File: config.mk
export PLATFORM = sky130hd
export DESIGN_NAME = ebwp_top
export DESIGN_NICKNAME = d
export VERILOG_FILES = /design/src/ebwp_pkg.sv /design/src/ebwp_port.sv /design/src/ebwp_sync.sv /design/src/ebwp_top.sv
export VERILOG_INCLUDE_DIRS = /design/src
export SDC_FILE = /design/constraint.sdc
export NUM_CORES = 1
export LEC_CHECK = 0
export ABC_AREA = 1
export BUFFER_PORTS_ARGS = -buffer_cell sky130_fd_sc_hd__buf_2
export CAP_MARGIN = 5
export CORE_ASPECT_RATIO = 2
export CORE_MARGIN = 4
export CORE_UTILIZATION = 58
export DETAILED_ROUTE_END_ITERATION = 10
export GPL_TIMING_DRIVEN = 0
export PLACE_DENSITY_LB_ADDON = 0.08
export SKIP_CTS_REPAIR_TIMING = 1
export SLEW_MARGIN = 15
export SYNTH_ARGS = -nofsm -noshare
export SYNTH_HDL_FRONTEND = slang
export SYNTH_HIERARCHICAL = 1
export SYNTH_SLANG_ARGS = --single-unit
File: constraint.sdc
create_clock -name sys_clk -period 2.7 [get_ports sys_clk]
set_input_delay 0.27 -clock sys_clk [delete_from_list [all_inputs] [get_ports sys_clk]]
set_output_delay 0.27 -clock sys_clk [all_outputs]
set_load 0.01 [all_outputs]
File: src/ebwp_defines.svh
// Register offsets, field positions, reset values and bus codes for the word write port.
// Assumes inclusion by bare name from the package and the design modules.
`ifndef EBWP_DEFINES_SVH
`define EBWP_DEFINES_SVH
`define EBWP_OFS_PIN_VALUE 12'h000
`define EBWP_OFS_DIR_CTRL 12'h004
`define EBWP_OFS_OUT_LATCH 12'h008
`define EBWP_OFS_MEM_CTRL 12'h00c
`define EBWP_OFS_TBL_PTR 12'h010
`define EBWP_OFS_TBL_LATCH 12'h014
`define EBWP_OFS_TBL_CMD 12'h018
`define EBWP_OFS_STATUS 12'h01c
`define EBWP_OFS_RD_DATA 12'h020
`define EBWP_ADDR_MSB 11
`define EBWP_BUS_DIS_BIT 7
`define EBWP_CMD_WRITE_BIT 0
`define EBWP_CMD_READ_BIT 1
`define EBWP_DIR_RESET 8'hff
`define EBWP_LAT_RESET 8'h00
`define EBWP_MEM_RESET 8'h80
`define EBWP_HTRANS_NONSEQ 2'h2
`define EBWP_HSIZE_WORD 3'h2
`define EBWP_WRITE_CYCLES 3'h3
`define EBWP_CTL_WRH 0
`define EBWP_CTL_WRL 1
`define EBWP_CTL_OE 2
`define EBWP_CTL_ALE 3
`define EBWP_CTL_BA0 4
`define EBWP_CTL_CE 5
`define EBWP_CTL_LB 6
`define EBWP_CTL_UB 7
`endif

File: src/ebwp_pkg.sv
// Types shared by the word write port modules.
// Assumes ebwp_defines.svh is on the include path.
`include "ebwp_defines.svh"
package ebwp_pkg;
  typedef struct packed {
    logic [7:0] out_val;
    logic [7:0] out_en;
  } ebwp_pins_t;
  typedef struct packed {
    logic [15:0] out_val;
    logic out_en;
  } ebwp_ad_t;
  typedef enum logic [2:0] {ST_IDLE, ST_ADDR, ST_DATA, ST_STROBE, ST_HOLD} ebwp_state_t;
endpackage

File: src/ebwp_port.sv
// Eight-pin bidirectional port with latch, direction control and bus override.
// Assumes the pin inputs reach it already synchronised.
`timescale 1ns/1ps
`include "ebwp_defines.svh"
module ebwp_port (
  input wire logic sys_clk,
  input wire logic sys_rst,
  input wire logic lat_we,
  input wire logic dir_we,
  input wire logic [7:0] wdata,
  input wire logic bus_enabled,
  input wire logic [7:0] bus_ctl,
  output logic [7:0] latch_q,
  output logic [7:0] dir_q,
  output ebwp_pkg::ebwp_pins_t pins
);
  logic [7:0] lat_reg;
  logic [7:0] lat_next;
  logic [7:0] dir_reg;
  logic [7:0] dir_next;
  ebwp_pkg::ebwp_pins_t pins_reg;
  ebwp_pkg::ebwp_pins_t pins_next;

  always_comb
  begin
    lat_next = lat_we ? wdata : lat_reg;
    dir_next = dir_we ? wdata : dir_reg;
    for (int i = 0; i < 8; i++)
    begin
      if (bus_enabled)
      begin
        pins_next.out_val[i] = bus_ctl[i];
        pins_next.out_en[i] = 1'b1;
      end
      else
      begin
        pins_next.out_val[i] = lat_reg[i];
        pins_next.out_en[i] = ~dir_reg[i];
      end
    end
  end

  // Output drive is registered, so pins follow the latch one cycle late.
  always_ff @(posedge sys_clk)
  begin
    if (sys_rst)
    begin
      lat_reg <= `EBWP_LAT_RESET;
      dir_reg <= `EBWP_DIR_RESET;
      pins_reg <= '0;
    end
    else
    begin
      lat_reg <= lat_next;
      dir_reg <= dir_next;
      pins_reg <= pins_next;
    end
  end

  assign latch_q = lat_reg;
  assign dir_q = dir_reg;
  assign pins = pins_reg;
endmodule

File: src/ebwp_sync.sv
// Two-flop synchroniser for a vector of pin inputs.
// Assumes the pins are asynchronous to sys_clk.
`timescale 1ns/1ps
module ebwp_sync #(
  parameter int WIDTH = 8
) (
  input wire logic sys_clk,
  input wire logic sys_rst,
  input wire logic [WIDTH-1:0] async_in,
  output logic [WIDTH-1:0] sync_out
);
  logic [WIDTH-1:0] meta_reg;
  logic [WIDTH-1:0] meta_next;
  logic [WIDTH-1:0] sync_reg;
  logic [WIDTH-1:0] sync_next;

  always_comb
  begin
    meta_next = async_in;
    sync_next = meta_reg;
  end

  always_ff @(posedge sys_clk)
  begin
    if (sys_rst)
    begin
      meta_reg <= '0;
      sync_reg <= '0;
    end
    else
    begin
      meta_reg <= meta_next;
      sync_reg <= sync_next;
    end
  end

  assign sync_out = sync_reg;
endmodule

File: src/ebwp_top.sv
// Word write mode table-write path of the external bus, with the control pin port.
// Assumes an AHB-Lite master on sys_clk and a word-wide memory on the pins.
//
// Overview of operation
// - Even write stores latch byte, bus floats.
// - Odd write drives latch byte on high half.
// - Odd write drives held byte on low half.
// - Write high strobe pulses; write low idle.
// - Byte address pin shows pointer bit zero.
// - Upper and lower byte selects both active.
// - Table reads supported, each fetching a whole word.
// - Direction one floats pin, zero drives latch.
// - Latch register reads back latched value.
// - Reset leaves every port pin an input.
// - Bus enable overrides directions, pins control.
`timescale 1ns/1ps
`include "ebwp_defines.svh"
module ebwp_top (
  input wire logic sys_clk,
  input wire logic sys_rst,
  input wire logic hsel,
  input wire logic [31:0] haddr,
  input wire logic [1:0] htrans,
  input wire logic hwrite,
  input wire logic [2:0] hsize,
  input wire logic [31:0] hwdata,
  input wire logic hready,
  output logic [31:0] hrdata,
  output logic hreadyout,
  output logic hresp,
  input wire logic [15:0] ad_in,
  output ebwp_pkg::ebwp_ad_t ad_out,
  input wire logic [7:0] ctl_in,
  output ebwp_pkg::ebwp_pins_t ctl_pins,
  output logic [20:0] upper_addr
);
  ebwp_pkg::ebwp_state_t state_reg;
  ebwp_pkg::ebwp_state_t state_next;
  logic [21:0] ptr_reg;
  logic [21:0] ptr_next;
  logic [7:0] tlat_reg;
  logic [7:0] tlat_next;
  logic [7:0] hold_reg;
  logic [7:0] hold_next;
  logic [7:0] mem_reg;
  logic [7:0] mem_next;
  logic is_read_reg;
  logic is_read_next;
  logic [2:0] cnt_reg;
  logic [2:0] cnt_next;
  logic [15:0] rd_word_reg;
  logic [15:0] rd_word_next;
  logic [7:0] ctl_next;
  ebwp_pkg::ebwp_ad_t ad_reg;
  ebwp_pkg::ebwp_ad_t ad_next;
  logic [20:0] up_reg;
  logic [20:0] up_next;
  logic dp_valid_reg;
  logic dp_valid_next;
  logic dp_write_reg;
  logic dp_write_next;
  logic [11:0] dp_addr_reg;
  logic [11:0] dp_addr_next;
  logic [31:0] rdata_reg;
  logic [31:0] rdata_next;
  logic [15:0] ad_sync;
  logic [7:0] ctl_sync;
  logic [7:0] lat_q;
  logic [7:0] dir_q;
  logic lat_we;
  logic dir_we;
  logic bus_enabled;
  logic busy;
  logic start_wr;
  logic start_rd;

  function automatic logic hit(input logic [11:0] a, input logic [11:0] ofs);
    hit = (a == ofs);
  endfunction

  // Bus pins pass two flops, so read data is taken three cycles after output enable.
  ebwp_sync #(.WIDTH(16)) u_ad_sync (
    .sys_clk(sys_clk),
    .sys_rst(sys_rst),
    .async_in(ad_in),
    .sync_out(ad_sync)
  );

  ebwp_sync #(.WIDTH(8)) u_ctl_sync (
    .sys_clk(sys_clk),
    .sys_rst(sys_rst),
    .async_in(ctl_in),
    .sync_out(ctl_sync)
  );

  assign bus_enabled = ~mem_reg[`EBWP_BUS_DIS_BIT];
  assign busy = (state_reg != ebwp_pkg::ST_IDLE);
  assign hreadyout = 1'b1;
  assign hresp = 1'b0;
  assign hrdata = rdata_reg;
  assign ad_out = ad_reg;
  assign upper_addr = up_reg;

  // Writes take effect in the data phase; register reads are answered there too.
  always_comb
  begin
    dp_valid_next = hsel && hready && (htrans == `EBWP_HTRANS_NONSEQ);
    dp_write_next = hwrite;
    dp_addr_next = haddr[`EBWP_ADDR_MSB:0];
    lat_we = 1'b0;
    dir_we = 1'b0;
    mem_next = mem_reg;
    tlat_next = tlat_reg;
    start_wr = 1'b0;
    start_rd = 1'b0;
    rdata_next = rdata_reg;
    ptr_next = ptr_reg;
    // Pointer, latch and command writes are dropped while a cycle runs, with no error shown.
    if (dp_valid_reg && dp_write_reg)
    begin
      if (hit(dp_addr_reg, `EBWP_OFS_PIN_VALUE))
        lat_we = 1'b1;
      else if (hit(dp_addr_reg, `EBWP_OFS_OUT_LATCH))
        lat_we = 1'b1;
      else if (hit(dp_addr_reg, `EBWP_OFS_DIR_CTRL))
        dir_we = 1'b1;
      else if (hit(dp_addr_reg, `EBWP_OFS_MEM_CTRL))
        mem_next = hwdata[7:0];
      else if (hit(dp_addr_reg, `EBWP_OFS_TBL_PTR) && !busy)
        ptr_next = hwdata[21:0];
      else if (hit(dp_addr_reg, `EBWP_OFS_TBL_LATCH) && !busy)
        tlat_next = hwdata[7:0];
      else if (hit(dp_addr_reg, `EBWP_OFS_TBL_CMD) && !busy && bus_enabled)
      begin
        start_wr = hwdata[`EBWP_CMD_WRITE_BIT];
        start_rd = hwdata[`EBWP_CMD_READ_BIT] & ~hwdata[`EBWP_CMD_WRITE_BIT];
      end
    end
    // Reads are decoded in the address phase so that hrdata stands for the whole data phase.
    if (dp_valid_next && !hwrite)
    begin
      if (hit(haddr[`EBWP_ADDR_MSB:0], `EBWP_OFS_PIN_VALUE))
        rdata_next = {24'h000000, ctl_sync};
      else if (hit(haddr[`EBWP_ADDR_MSB:0], `EBWP_OFS_OUT_LATCH))
        rdata_next = {24'h000000, lat_q};
      else if (hit(haddr[`EBWP_ADDR_MSB:0], `EBWP_OFS_DIR_CTRL))
        rdata_next = {24'h000000, dir_q};
      else if (hit(haddr[`EBWP_ADDR_MSB:0], `EBWP_OFS_MEM_CTRL))
        rdata_next = {24'h000000, mem_reg};
      else if (hit(haddr[`EBWP_ADDR_MSB:0], `EBWP_OFS_TBL_PTR))
        rdata_next = {10'h000, ptr_reg};
      else if (hit(haddr[`EBWP_ADDR_MSB:0], `EBWP_OFS_TBL_LATCH))
        rdata_next = {24'h000000, tlat_reg};
      else if (hit(haddr[`EBWP_ADDR_MSB:0], `EBWP_OFS_STATUS))
        rdata_next = {31'h00000000, busy};
      else if (hit(haddr[`EBWP_ADDR_MSB:0], `EBWP_OFS_RD_DATA))
        rdata_next = {16'h0000, rd_word_reg};
      else
        rdata_next = 32'h00000000;
    end
  end

  // Bus cycle sequencer: address latch phase, data phase, strobe, then hold.
  always_comb
  begin
    state_next = state_reg;
    is_read_next = is_read_reg;
    cnt_next = cnt_reg;
    hold_next = hold_reg;
    rd_word_next = rd_word_reg;
    ad_next = ad_reg;
    up_next = up_reg;
    ctl_next = 8'h00;
    ctl_next[`EBWP_CTL_BA0] = ptr_reg[0];
    case (state_reg)
      ebwp_pkg::ST_IDLE:
      begin
        // The bus floats between cycles so that the memory may drive it.
        ad_next.out_en = 1'b0;
        if (start_wr || start_rd)
        begin
          is_read_next = start_rd;
          state_next = ebwp_pkg::ST_ADDR;
        end
      end
      ebwp_pkg::ST_ADDR:
      begin
        ad_next.out_val = ptr_reg[16:1];
        ad_next.out_en = 1'b1;
        // Only pointer bits 21 to 17 leave on the upper address lines.
        up_next = {16'h0000, ptr_reg[21:17]};
        ctl_next[`EBWP_CTL_ALE] = 1'b1;
        ctl_next[`EBWP_CTL_CE] = 1'b1;
        cnt_next = `EBWP_WRITE_CYCLES;
        state_next = ebwp_pkg::ST_DATA;
      end
      ebwp_pkg::ST_DATA:
      begin
        ctl_next[`EBWP_CTL_CE] = 1'b1;
        ctl_next[`EBWP_CTL_UB] = 1'b1;
        ctl_next[`EBWP_CTL_LB] = 1'b1;
        if (is_read_reg)
        begin
          ad_next.out_en = 1'b0;
          ctl_next[`EBWP_CTL_OE] = 1'b1;
        end
        else if (!ptr_reg[0])
        begin
          hold_next = tlat_reg;
          ad_next.out_en = 1'b0;
        end
        else
        begin
          // An odd write with no even write before it sends a stale held byte.
          ad_next.out_val = {tlat_reg, hold_reg};
          ad_next.out_en = 1'b1;
        end
        state_next = ebwp_pkg::ST_STROBE;
      end
      ebwp_pkg::ST_STROBE:
      begin
        ctl_next[`EBWP_CTL_CE] = 1'b1;
        ctl_next[`EBWP_CTL_UB] = 1'b1;
        ctl_next[`EBWP_CTL_LB] = 1'b1;
        ctl_next[`EBWP_CTL_OE] = is_read_reg;
        // The low strobe is never raised in word write mode.
        ctl_next[`EBWP_CTL_WRH] = !is_read_reg && ptr_reg[0];
        // The strobe width is fixed, so a slower memory needs a wider count.
        cnt_next = cnt_reg - 3'h1;
        if (cnt_reg == 3'h1)
        begin
          if (is_read_reg)
            rd_word_next = ad_sync;
          state_next = ebwp_pkg::ST_HOLD;
        end
      end
      default:
      begin
        ad_next.out_en = 1'b0;
        state_next = ebwp_pkg::ST_IDLE;
      end
    endcase
  end

  // Sequencer outputs except the control levels are registered here, so the bus changes only on clock edges.
  always_ff @(posedge sys_clk)
  begin
    if (sys_rst)
    begin
      state_reg <= ebwp_pkg::ST_IDLE;
      ptr_reg <= '0;
      tlat_reg <= '0;
      hold_reg <= '0;
      mem_reg <= `EBWP_MEM_RESET;
      is_read_reg <= 1'b0;
      cnt_reg <= '0;
      rd_word_reg <= '0;
      ad_reg <= '0;
      up_reg <= '0;
      dp_valid_reg <= 1'b0;
      dp_write_reg <= 1'b0;
      dp_addr_reg <= '0;
      rdata_reg <= '0;
    end
    else
    begin
      state_reg <= state_next;
      ptr_reg <= ptr_next;
      tlat_reg <= tlat_next;
      hold_reg <= hold_next;
      mem_reg <= mem_next;
      is_read_reg <= is_read_next;
      cnt_reg <= cnt_next;
      rd_word_reg <= rd_word_next;
      ad_reg <= ad_next;
      up_reg <= up_next;
      dp_valid_reg <= dp_valid_next;
      dp_write_reg <= dp_write_next;
      dp_addr_reg <= dp_addr_next;
      rdata_reg <= rdata_next;
    end
  end

  // Control levels enter the port's output flops directly, so they line up with the bus word.
  ebwp_port u_port (
    .sys_clk(sys_clk),
    .sys_rst(sys_rst),
    .lat_we(lat_we),
    .dir_we(dir_we),
    .wdata(hwdata[7:0]),
    .bus_enabled(bus_enabled),
    .bus_ctl(ctl_next),
    .latch_q(lat_q),
    .dir_q(dir_q),
    .pins(ctl_pins)
  );
endmodule

### Word-level counts from Yosys, hierarchy flattened

Index checks and enable logic that the tools add are counted.

| storage, ports and cells | value |
|---|---|
| register bits | 217 |
| latch bits | 0 |
| bits in writable memories | 0 |
| bits in read-only memories | 0 |
| input bits | 98 |
| memories kept | 0 |

| cells by class | value |
|---|---|
| add/sub/neg operators | 1 |
| $mul | 0 |
| divide/modulo/power cells | 0 |
| order comparisons | 0 |
| equal/unequal tests | 22 |
| shifts and indexed selects | 0 |
| mux-type cells | 62 |
| bitwise gates (word level) | 18 |
| reduce and logical (&&, ||, !) cells | 30 |

Operators with widths:

| cell | number |
|---|---|
| two-way mux 22 bit | 5 |
| two-way mux 16 bit | 5 |
| equality test 12 x 5 -> 1 bit (second input constant) | 6 |
| equality test 12 x 4 -> 1 bit (second input constant) | 4 |
| two-way mux 1 bit | 44 |
| case mux 16 bit (2 select lines) | 1 |
| equality test 12 x 3 -> 1 bit (second input constant) | 2 |
| zero test 12 bit | 2 |
| NOT 1 bit | 17 |
| equality test 12 x 6 -> 1 bit (second input constant) | 1 |
| case mux 3 bit (4 select lines) | 1 |
| logical AND 1 bit | 9 |
| AND reduction 3 bit | 3 |
| != test 2 bit (second input constant) | 4 |
| AND reduction 7 bit | 1 |
| equality test 3 x 1 -> 1 bit (second input constant) | 2 |
| equality test 3 x 2 -> 1 bit (second input constant) | 2 |
| two-way mux 3 bit | 2 |
| case mux 3 bit (2 select lines) | 1 |
| AND reduction 6 bit | 1 |
| AND reduction 5 bit | 1 |
| AND reduction 2 bit | 2 |
| nonzero test 2 bit | 2 |
| OR reduction 2 bit | 2 |
| other kinds (11) | 13 |

### Logic depth before layout (Yosys ltp)

| depth | value |
|---|---|
| depth in word-level cells | 15 |
| depth in mapped cells | 12 |
| gate-level depth less buffers | 12 |

### By module

The synthesis kept the hierarchy.

Modules (own cells, without submodules):

| module | instances | cells an instance | area each (um^2) | seq. area each (um^2) |
|---|---|---|---|---|
| ebwp_top | 1 | 804 | 5928.2 | 2542.4 |
| ebwp_port | 1 | 155 | 1256.2 | 640.6 |
| ebwp_sync (u_ad_sync) | 1 | 99 | 914.6 | 640.6 |
| ebwp_sync (u_ctl_sync) | 1 | 50 | 474.2 | 320.3 |

### Worst setup path before layout

Ideal clock, no wire load.

| path | value |
|---|---|
| kind | reg-to-reg |
| start point | register dp_addr_reg[1] |
| end point | register u_port.dir_reg[0] (netlist: u_port/dir_q[0]) |
| library setup time | 119 ps |
| arrival | 1441 ps |
| data required time | 2581 ps |
| path slack | 1140 ps |
| cell stages (with the launch flop) | 10 |
| path buffers | 1 |
| period minus slack after synthesis | 1560 ps |
| path through | dfxtp_1 -> nor2_4 -> nand2_1 -> nor4_4 -> nand3_1 -> inv_1 -> buf_2 -> inv_1 -> nand2_1 -> nand3_1 |

| between the ends | value |
|---|---|
| word-level cells in the longest chain between the ends | 5 |
| elaborated cells on any way between the ends | 7 |
| those cells by class | 2 x eq/ne; 4 x mux; 1 x reduce/logical |

Ends and longest elaborated chain:

| element | RTL line | source |
|---|---|---|
| start, declared | ebwp_top.sv:62 | `logic [11:0] dp_addr_reg;` |
| start signal, assigned | ebwp_top.sv:279 | `dp_addr_reg <= dp_addr_next;` |
| equality test 12 x 3 -> 1 bit | ebwp_top.sv:78 | `hit = (a == ofs);` |
| two-way mux 1 bit | ebwp_top.sv:125 | `` else if (hit(dp_addr_reg, `EBWP_OFS_DIR_CTRL)) `` |
| two-way mux 1 bit | ebwp_top.sv:123 | `` else if (hit(dp_addr_reg, `EBWP_OFS_OUT_LATCH)) `` |
| two-way mux 1 bit (*) | ebwp_top.sv:121 | `` if (hit(dp_addr_reg, `EBWP_OFS_PIN_VALUE)) `` |
| two-way mux 1 bit (*) | ebwp_top.sv:119 | `if (dp_valid_reg && dp_write_reg)` |
| named net dir_we | ebwp_top.sv:71 | `logic dir_we;` |
| end signal, assigned | ebwp_port.sv:49 | `` dir_reg <= `EBWP_DIR_RESET; `` |
| end signal, assigned | ebwp_port.sv:55 | `dir_reg <= dir_next;` |
| end, declared | ebwp_port.sv:19 | `logic [7:0] dir_reg;` |

The timed path passes the listed nets; every way through them passes the cells marked *.
A chain may end at the register's enable or synchronous reset.

### Worst setup path after layout

| path | value |
|---|---|
| start point | register state_reg[0] |
| end point | register u_port.pins_reg, in the netlist u_port/pins[15] |

| between the ends | value |
|---|---|
| word-level cells in the longest chain between the ends | 4 |
| elaborated cells on any way between the ends | 5 |
| those cells by class | 2 x eq/ne; 2 x mux; 1 x reduce/logical |

Ends and longest elaborated chain:

| element | RTL line | source |
|---|---|---|
| start, declared | ebwp_top.sv:37 | `ebwp_pkg::ebwp_state_t state_reg;` |
| start signal, assigned | ebwp_top.sv:250 | `state_reg <= ebwp_pkg::ST_IDLE;` |
| start signal, assigned | ebwp_top.sv:267 | `state_reg <= state_next;` |
| equality test 3 x 2 -> 1 bit | ebwp_top.sv:175 | `case (state_reg)` |
| OR reduction 2 bit (no source line) (*) | -- |  |
| two-way mux 2 bit (*) | ebwp_top.sv:175 |  |
| two-way mux 1 bit (*) | ebwp_port.sv:30 | `if (bus_enabled)` |
| end signal, assigned | ebwp_port.sv:56 | `pins_reg <= pins_next;` |
| end, declared | ebwp_port.sv:21 | `ebwp_pkg::ebwp_pins_t pins_reg;` |

Every way passes the cells marked *; elsewhere a longest branch is shown, timed or not.

==> flow_summary.toml <==
[status]
run_status = "complete, but fails checks"
violations_in_the_final_reports = "hold timing"

[placement]
dp.final_hpwl_mm = 17.8
buffer_ports.inserted = 124
numPlacedInstances = 1451
area_of_placed_instances_mm2 = 0.00954
place_congestion = 0.926

[grt]
grt_start_max_net_pins = 16
grt_remaining_overflow = 0
global_route_wire_length_before_repair_mm = 36.8
track_usage_pct = 27.5
number_of_antenna_violations_at_the_first_check_in_global_routing = 0
first_global_vias = 7468

[setup_path]
worstSetupPathType = "reg2reg"
worst_path_largest_cell_delay_ps = 450
critPathBufInv = 5
critPathCaptureType = "register"
startpoint_type = "register"
worst-endpoint-arrival_ps = 2330
crit_required_ps = 3090
cp_max_fo = 10
timing.critical_path.max_delay_family = "buffers and inverters"
worstPathCellList = "nor2_4, inv_2, nor2_4, inv_2, buf_2, buf_1, nand2_1, inv_1, nand2_2, nand2_2, nor2_2"
cpMaxStageDelayCell = "sky130_fd_sc_hd__buf_1"

[clocking]
cts_max_level = 1
cts-buffers-inserted = 19
numClockSinks = 207
tritoncts = "done"
clk_transition_reported_paths_ps = 70
clk_root_buffer_cell = "sky130_fd_sc_hd__clkbuf_16"
worstSkewPairLatency_ps = 500
cts.path.max_buffers = 3

[sta]
setup_viol = 0
worst-slew-pin-transition_ps = 788
clock.fmax_ghz = 0.516
period_share_pct = 71.8
final.min_clock_period_ps = 1940
final_max_slew_violation_count = 0
final.setup.tns_ps = 0
rsz_0062_raised_after_global_routing = "no"
final_hold_viol_count = 15
timing.max_slew.rel_slack_pct = 47.5
final.setup_skew_ps = 18.5
worst_hold_slack_ps = -31.2

[power_and_ir_drop]
cellPowerDensity_mw_per_mm2 = 626
post-layout-total-power_mw = 6.42
cellLeakagePower_nw = 4.54
peakVddDrop_uv = 593

[yosys]
ys_seq_area_share_pct = 48.3
post_synth_fa_ha_maj_area_fraction_pct = 0.292
yosys_register_bits = 207
netlist-cell-type-count = 42
synthXorXnorAreaFrac_pct = 0.102
synth_mux_area_share_pct = 0
netlist_area_mm2 = 0.00857
synth_area_per_cell_um2 = 7.74
synth_async_sr_flop_share_pct = 0
yosys_warnings = 6
synth_top_family_by_area = "simple AND/OR/NAND/NOR gates"
synth_compound_area_share_pct = 13.3
synth_edf_count = 0
synth_top_flop_cell = "sky130_fd_sc_hd__dfxtp_1"
yosys.area_share.simple_pct = 24.2
synth_cells = 1108

[floorplan]
top_level_ports = 186
start_util_pct = 59.4
die_width_um = 94.0
die_h_um = 180
fp-row-count = 62
core_mm2 = 0.0144
dieArea_mm2 = 0.0169

[routing]
detail_route.first_pass.iterations = 6
vias_per_cell = 5.09
drt_iter0_markers = 455
top_layer = "met4"
wl_met3_mm = 1.29
drc_viols = 0
average_detailed_routed_wire_length_per_instance_um = 15.6
routed-wl-met2_mm = 12.3
route.layer.met1.wl_mm = 7.89
vias = 7629
final_antenna_net_count = 0
routed_wire_length_mm = 23.3

[final_layout]
finish.net_count = 1393
syn_to_layout_area_delta_pct = 19.7
n_antenna_cell = 0
design_area_mm2 = 0.0103
drive_above_1_share_pct = 22.9
final_cells = 1498
final_core_util_pct = 71.1
most-common-layout-cells = "sky130_fd_sc_hd__dfxtp_1 (207), sky130_fd_sc_hd__nand2_1 (180), sky130_fd_sc_hd__nor2_1 (153), sky130_fd_sc_hd__inv_1 (141), sky130_fd_sc_hd__buf_2 (133)"
final_common_cell = "sky130_fd_sc_hd__dfxtp_1"

[worst_hold_path]
min_path_type = "in2reg"

[flow_run]
maxCapViolCount = 0
[final timing paths]
path,from,end,slack [ps],depth (start not counted)
worst max-delay path,state_reg[0],u_port/pins[15],760,11
worst min-delay path,ad_in[1],u_ad_sync/meta_reg[1],-30,3
worst max register to register,state_reg[0],u_port/pins[15],760,11
worst min register to register,u_ad_sync/meta_reg[1],u_ad_sync/sync_out[1],400,2
[kinds of logic (layout without fill, tap and decap cells)]
logic type	count (synthesis)	in the layout
other	2	29
AOI/OAI and AO/OA	204	204
and+or+nand+nor	460	460
adders and majority gates	2	2
xor gates and xnor gates	1	1
buffers and inverters	232	403
DFF	207	207
[cells in the mapped netlist (2+ instances only)]
cell	number	area share [%]
sky130_fd_sc_hd__nand2_1	180	7.9
sky130_fd_sc_hd__buf_8	3	0.53
sky130_fd_sc_hd__nand3_2	3	0.35
sky130_fd_sc_hd__a21oi_2	18	1.8
sky130_fd_sc_hd__a21oi_1	75	4.4
sky130_fd_sc_hd__clkbuf_1	18	0.79
sky130_fd_sc_hd__buf_12	2	0.47
sky130_fd_sc_hd__buf_2	9	0.53
sky130_fd_sc_hd__buf_6	12	1.6
sky130_fd_sc_hd__conb_1	2	0.088
sky130_fd_sc_hd__buf_4	32	2.8
sky130_fd_sc_hd__o21ai_1	13	0.76
sky130_fd_sc_hd__o21ai_0	69	4.0
sky130_fd_sc_hd__nand3_1	49	2.9
sky130_fd_sc_hd__nor3_1	6	0.35
sky130_fd_sc_hd__nand4_1	11	0.80
sky130_fd_sc_hd__ha_1	2	0.29
sky130_fd_sc_hd__a31oi_1	16	1.2
sky130_fd_sc_hd__nor2_4	8	1.1
sky130_fd_sc_hd__nor3_4	2	0.38
sky130_fd_sc_hd__inv_1	141	6.2
sky130_fd_sc_hd__dfxtp_1	207	48
sky130_fd_sc_hd__nor2_1	153	6.7
sky130_fd_sc_hd__nor2_2	24	1.8
sky130_fd_sc_hd__o21a_1	6	0.53
sky130_fd_sc_hd__nor4_1	2	0.15
sky130_fd_sc_hd__inv_2	11	0.48
sky130_fd_sc_hd__o22ai_1	2	0.15
sky130_fd_sc_hd__nand2_2	18	1.3
sky130_fd_sc_hd__o21ai_2	2	0.20
[power by group]
| part | total, mW | leakage, nW | switching, mW | internal [mW] |
|---|---|---|---|---|
| logic | 0.579 | 2.57 | 0.362 | 0.217 |
| clock network | 2.64 | 0.287 | 1.17 | 1.47 |
| registers | 3.20 | 1.68 | 0.0469 | 3.15 |
[layer usage]
layer	GRT usage (%)	up-vias
met5	0	-
met4	18.2	0
met3	3.85	98
met2	50.2	293
met1	28.0	3441
li1	-	3797
[worst reg2reg max path, stage by stage (launching register included)]
cell and delay (ps):
sky130_fd_sc_hd__dfxtp_1 380, sky130_fd_sc_hd__nor2_4 60, sky130_fd_sc_hd__inv_2 60, sky130_fd_sc_hd__nor2_4 60
sky130_fd_sc_hd__inv_2 60, sky130_fd_sc_hd__buf_2 190, sky130_fd_sc_hd__buf_1 450, sky130_fd_sc_hd__nand2_1 300
sky130_fd_sc_hd__inv_1 140, sky130_fd_sc_hd__nand2_2 60, sky130_fd_sc_hd__nand2_2 50, sky130_fd_sc_hd__nor2_2 30
[per-stage QoR]
stage | setup WS [ps] | hold slack, ps
detailed placement | 675 | 393
floorplan | 1140 | 341
global placement | 687 | 390
CTS | 762 | -29.4
global route | 639 | 0.0522
finish | 761 | -31.2
[cell type report]
type                    count  area (um2)
fillers                  1238        4170
flip-flops and latches    207        4140
multi-input cells         696        3360
repair buffers            137         751
inverters                 155         591
plain buffers              77         577
clock buffers              29         533
well taps                 192         240
clock inverters             5        62.6
Note: power is estimated with default switching activity, not from simulation.
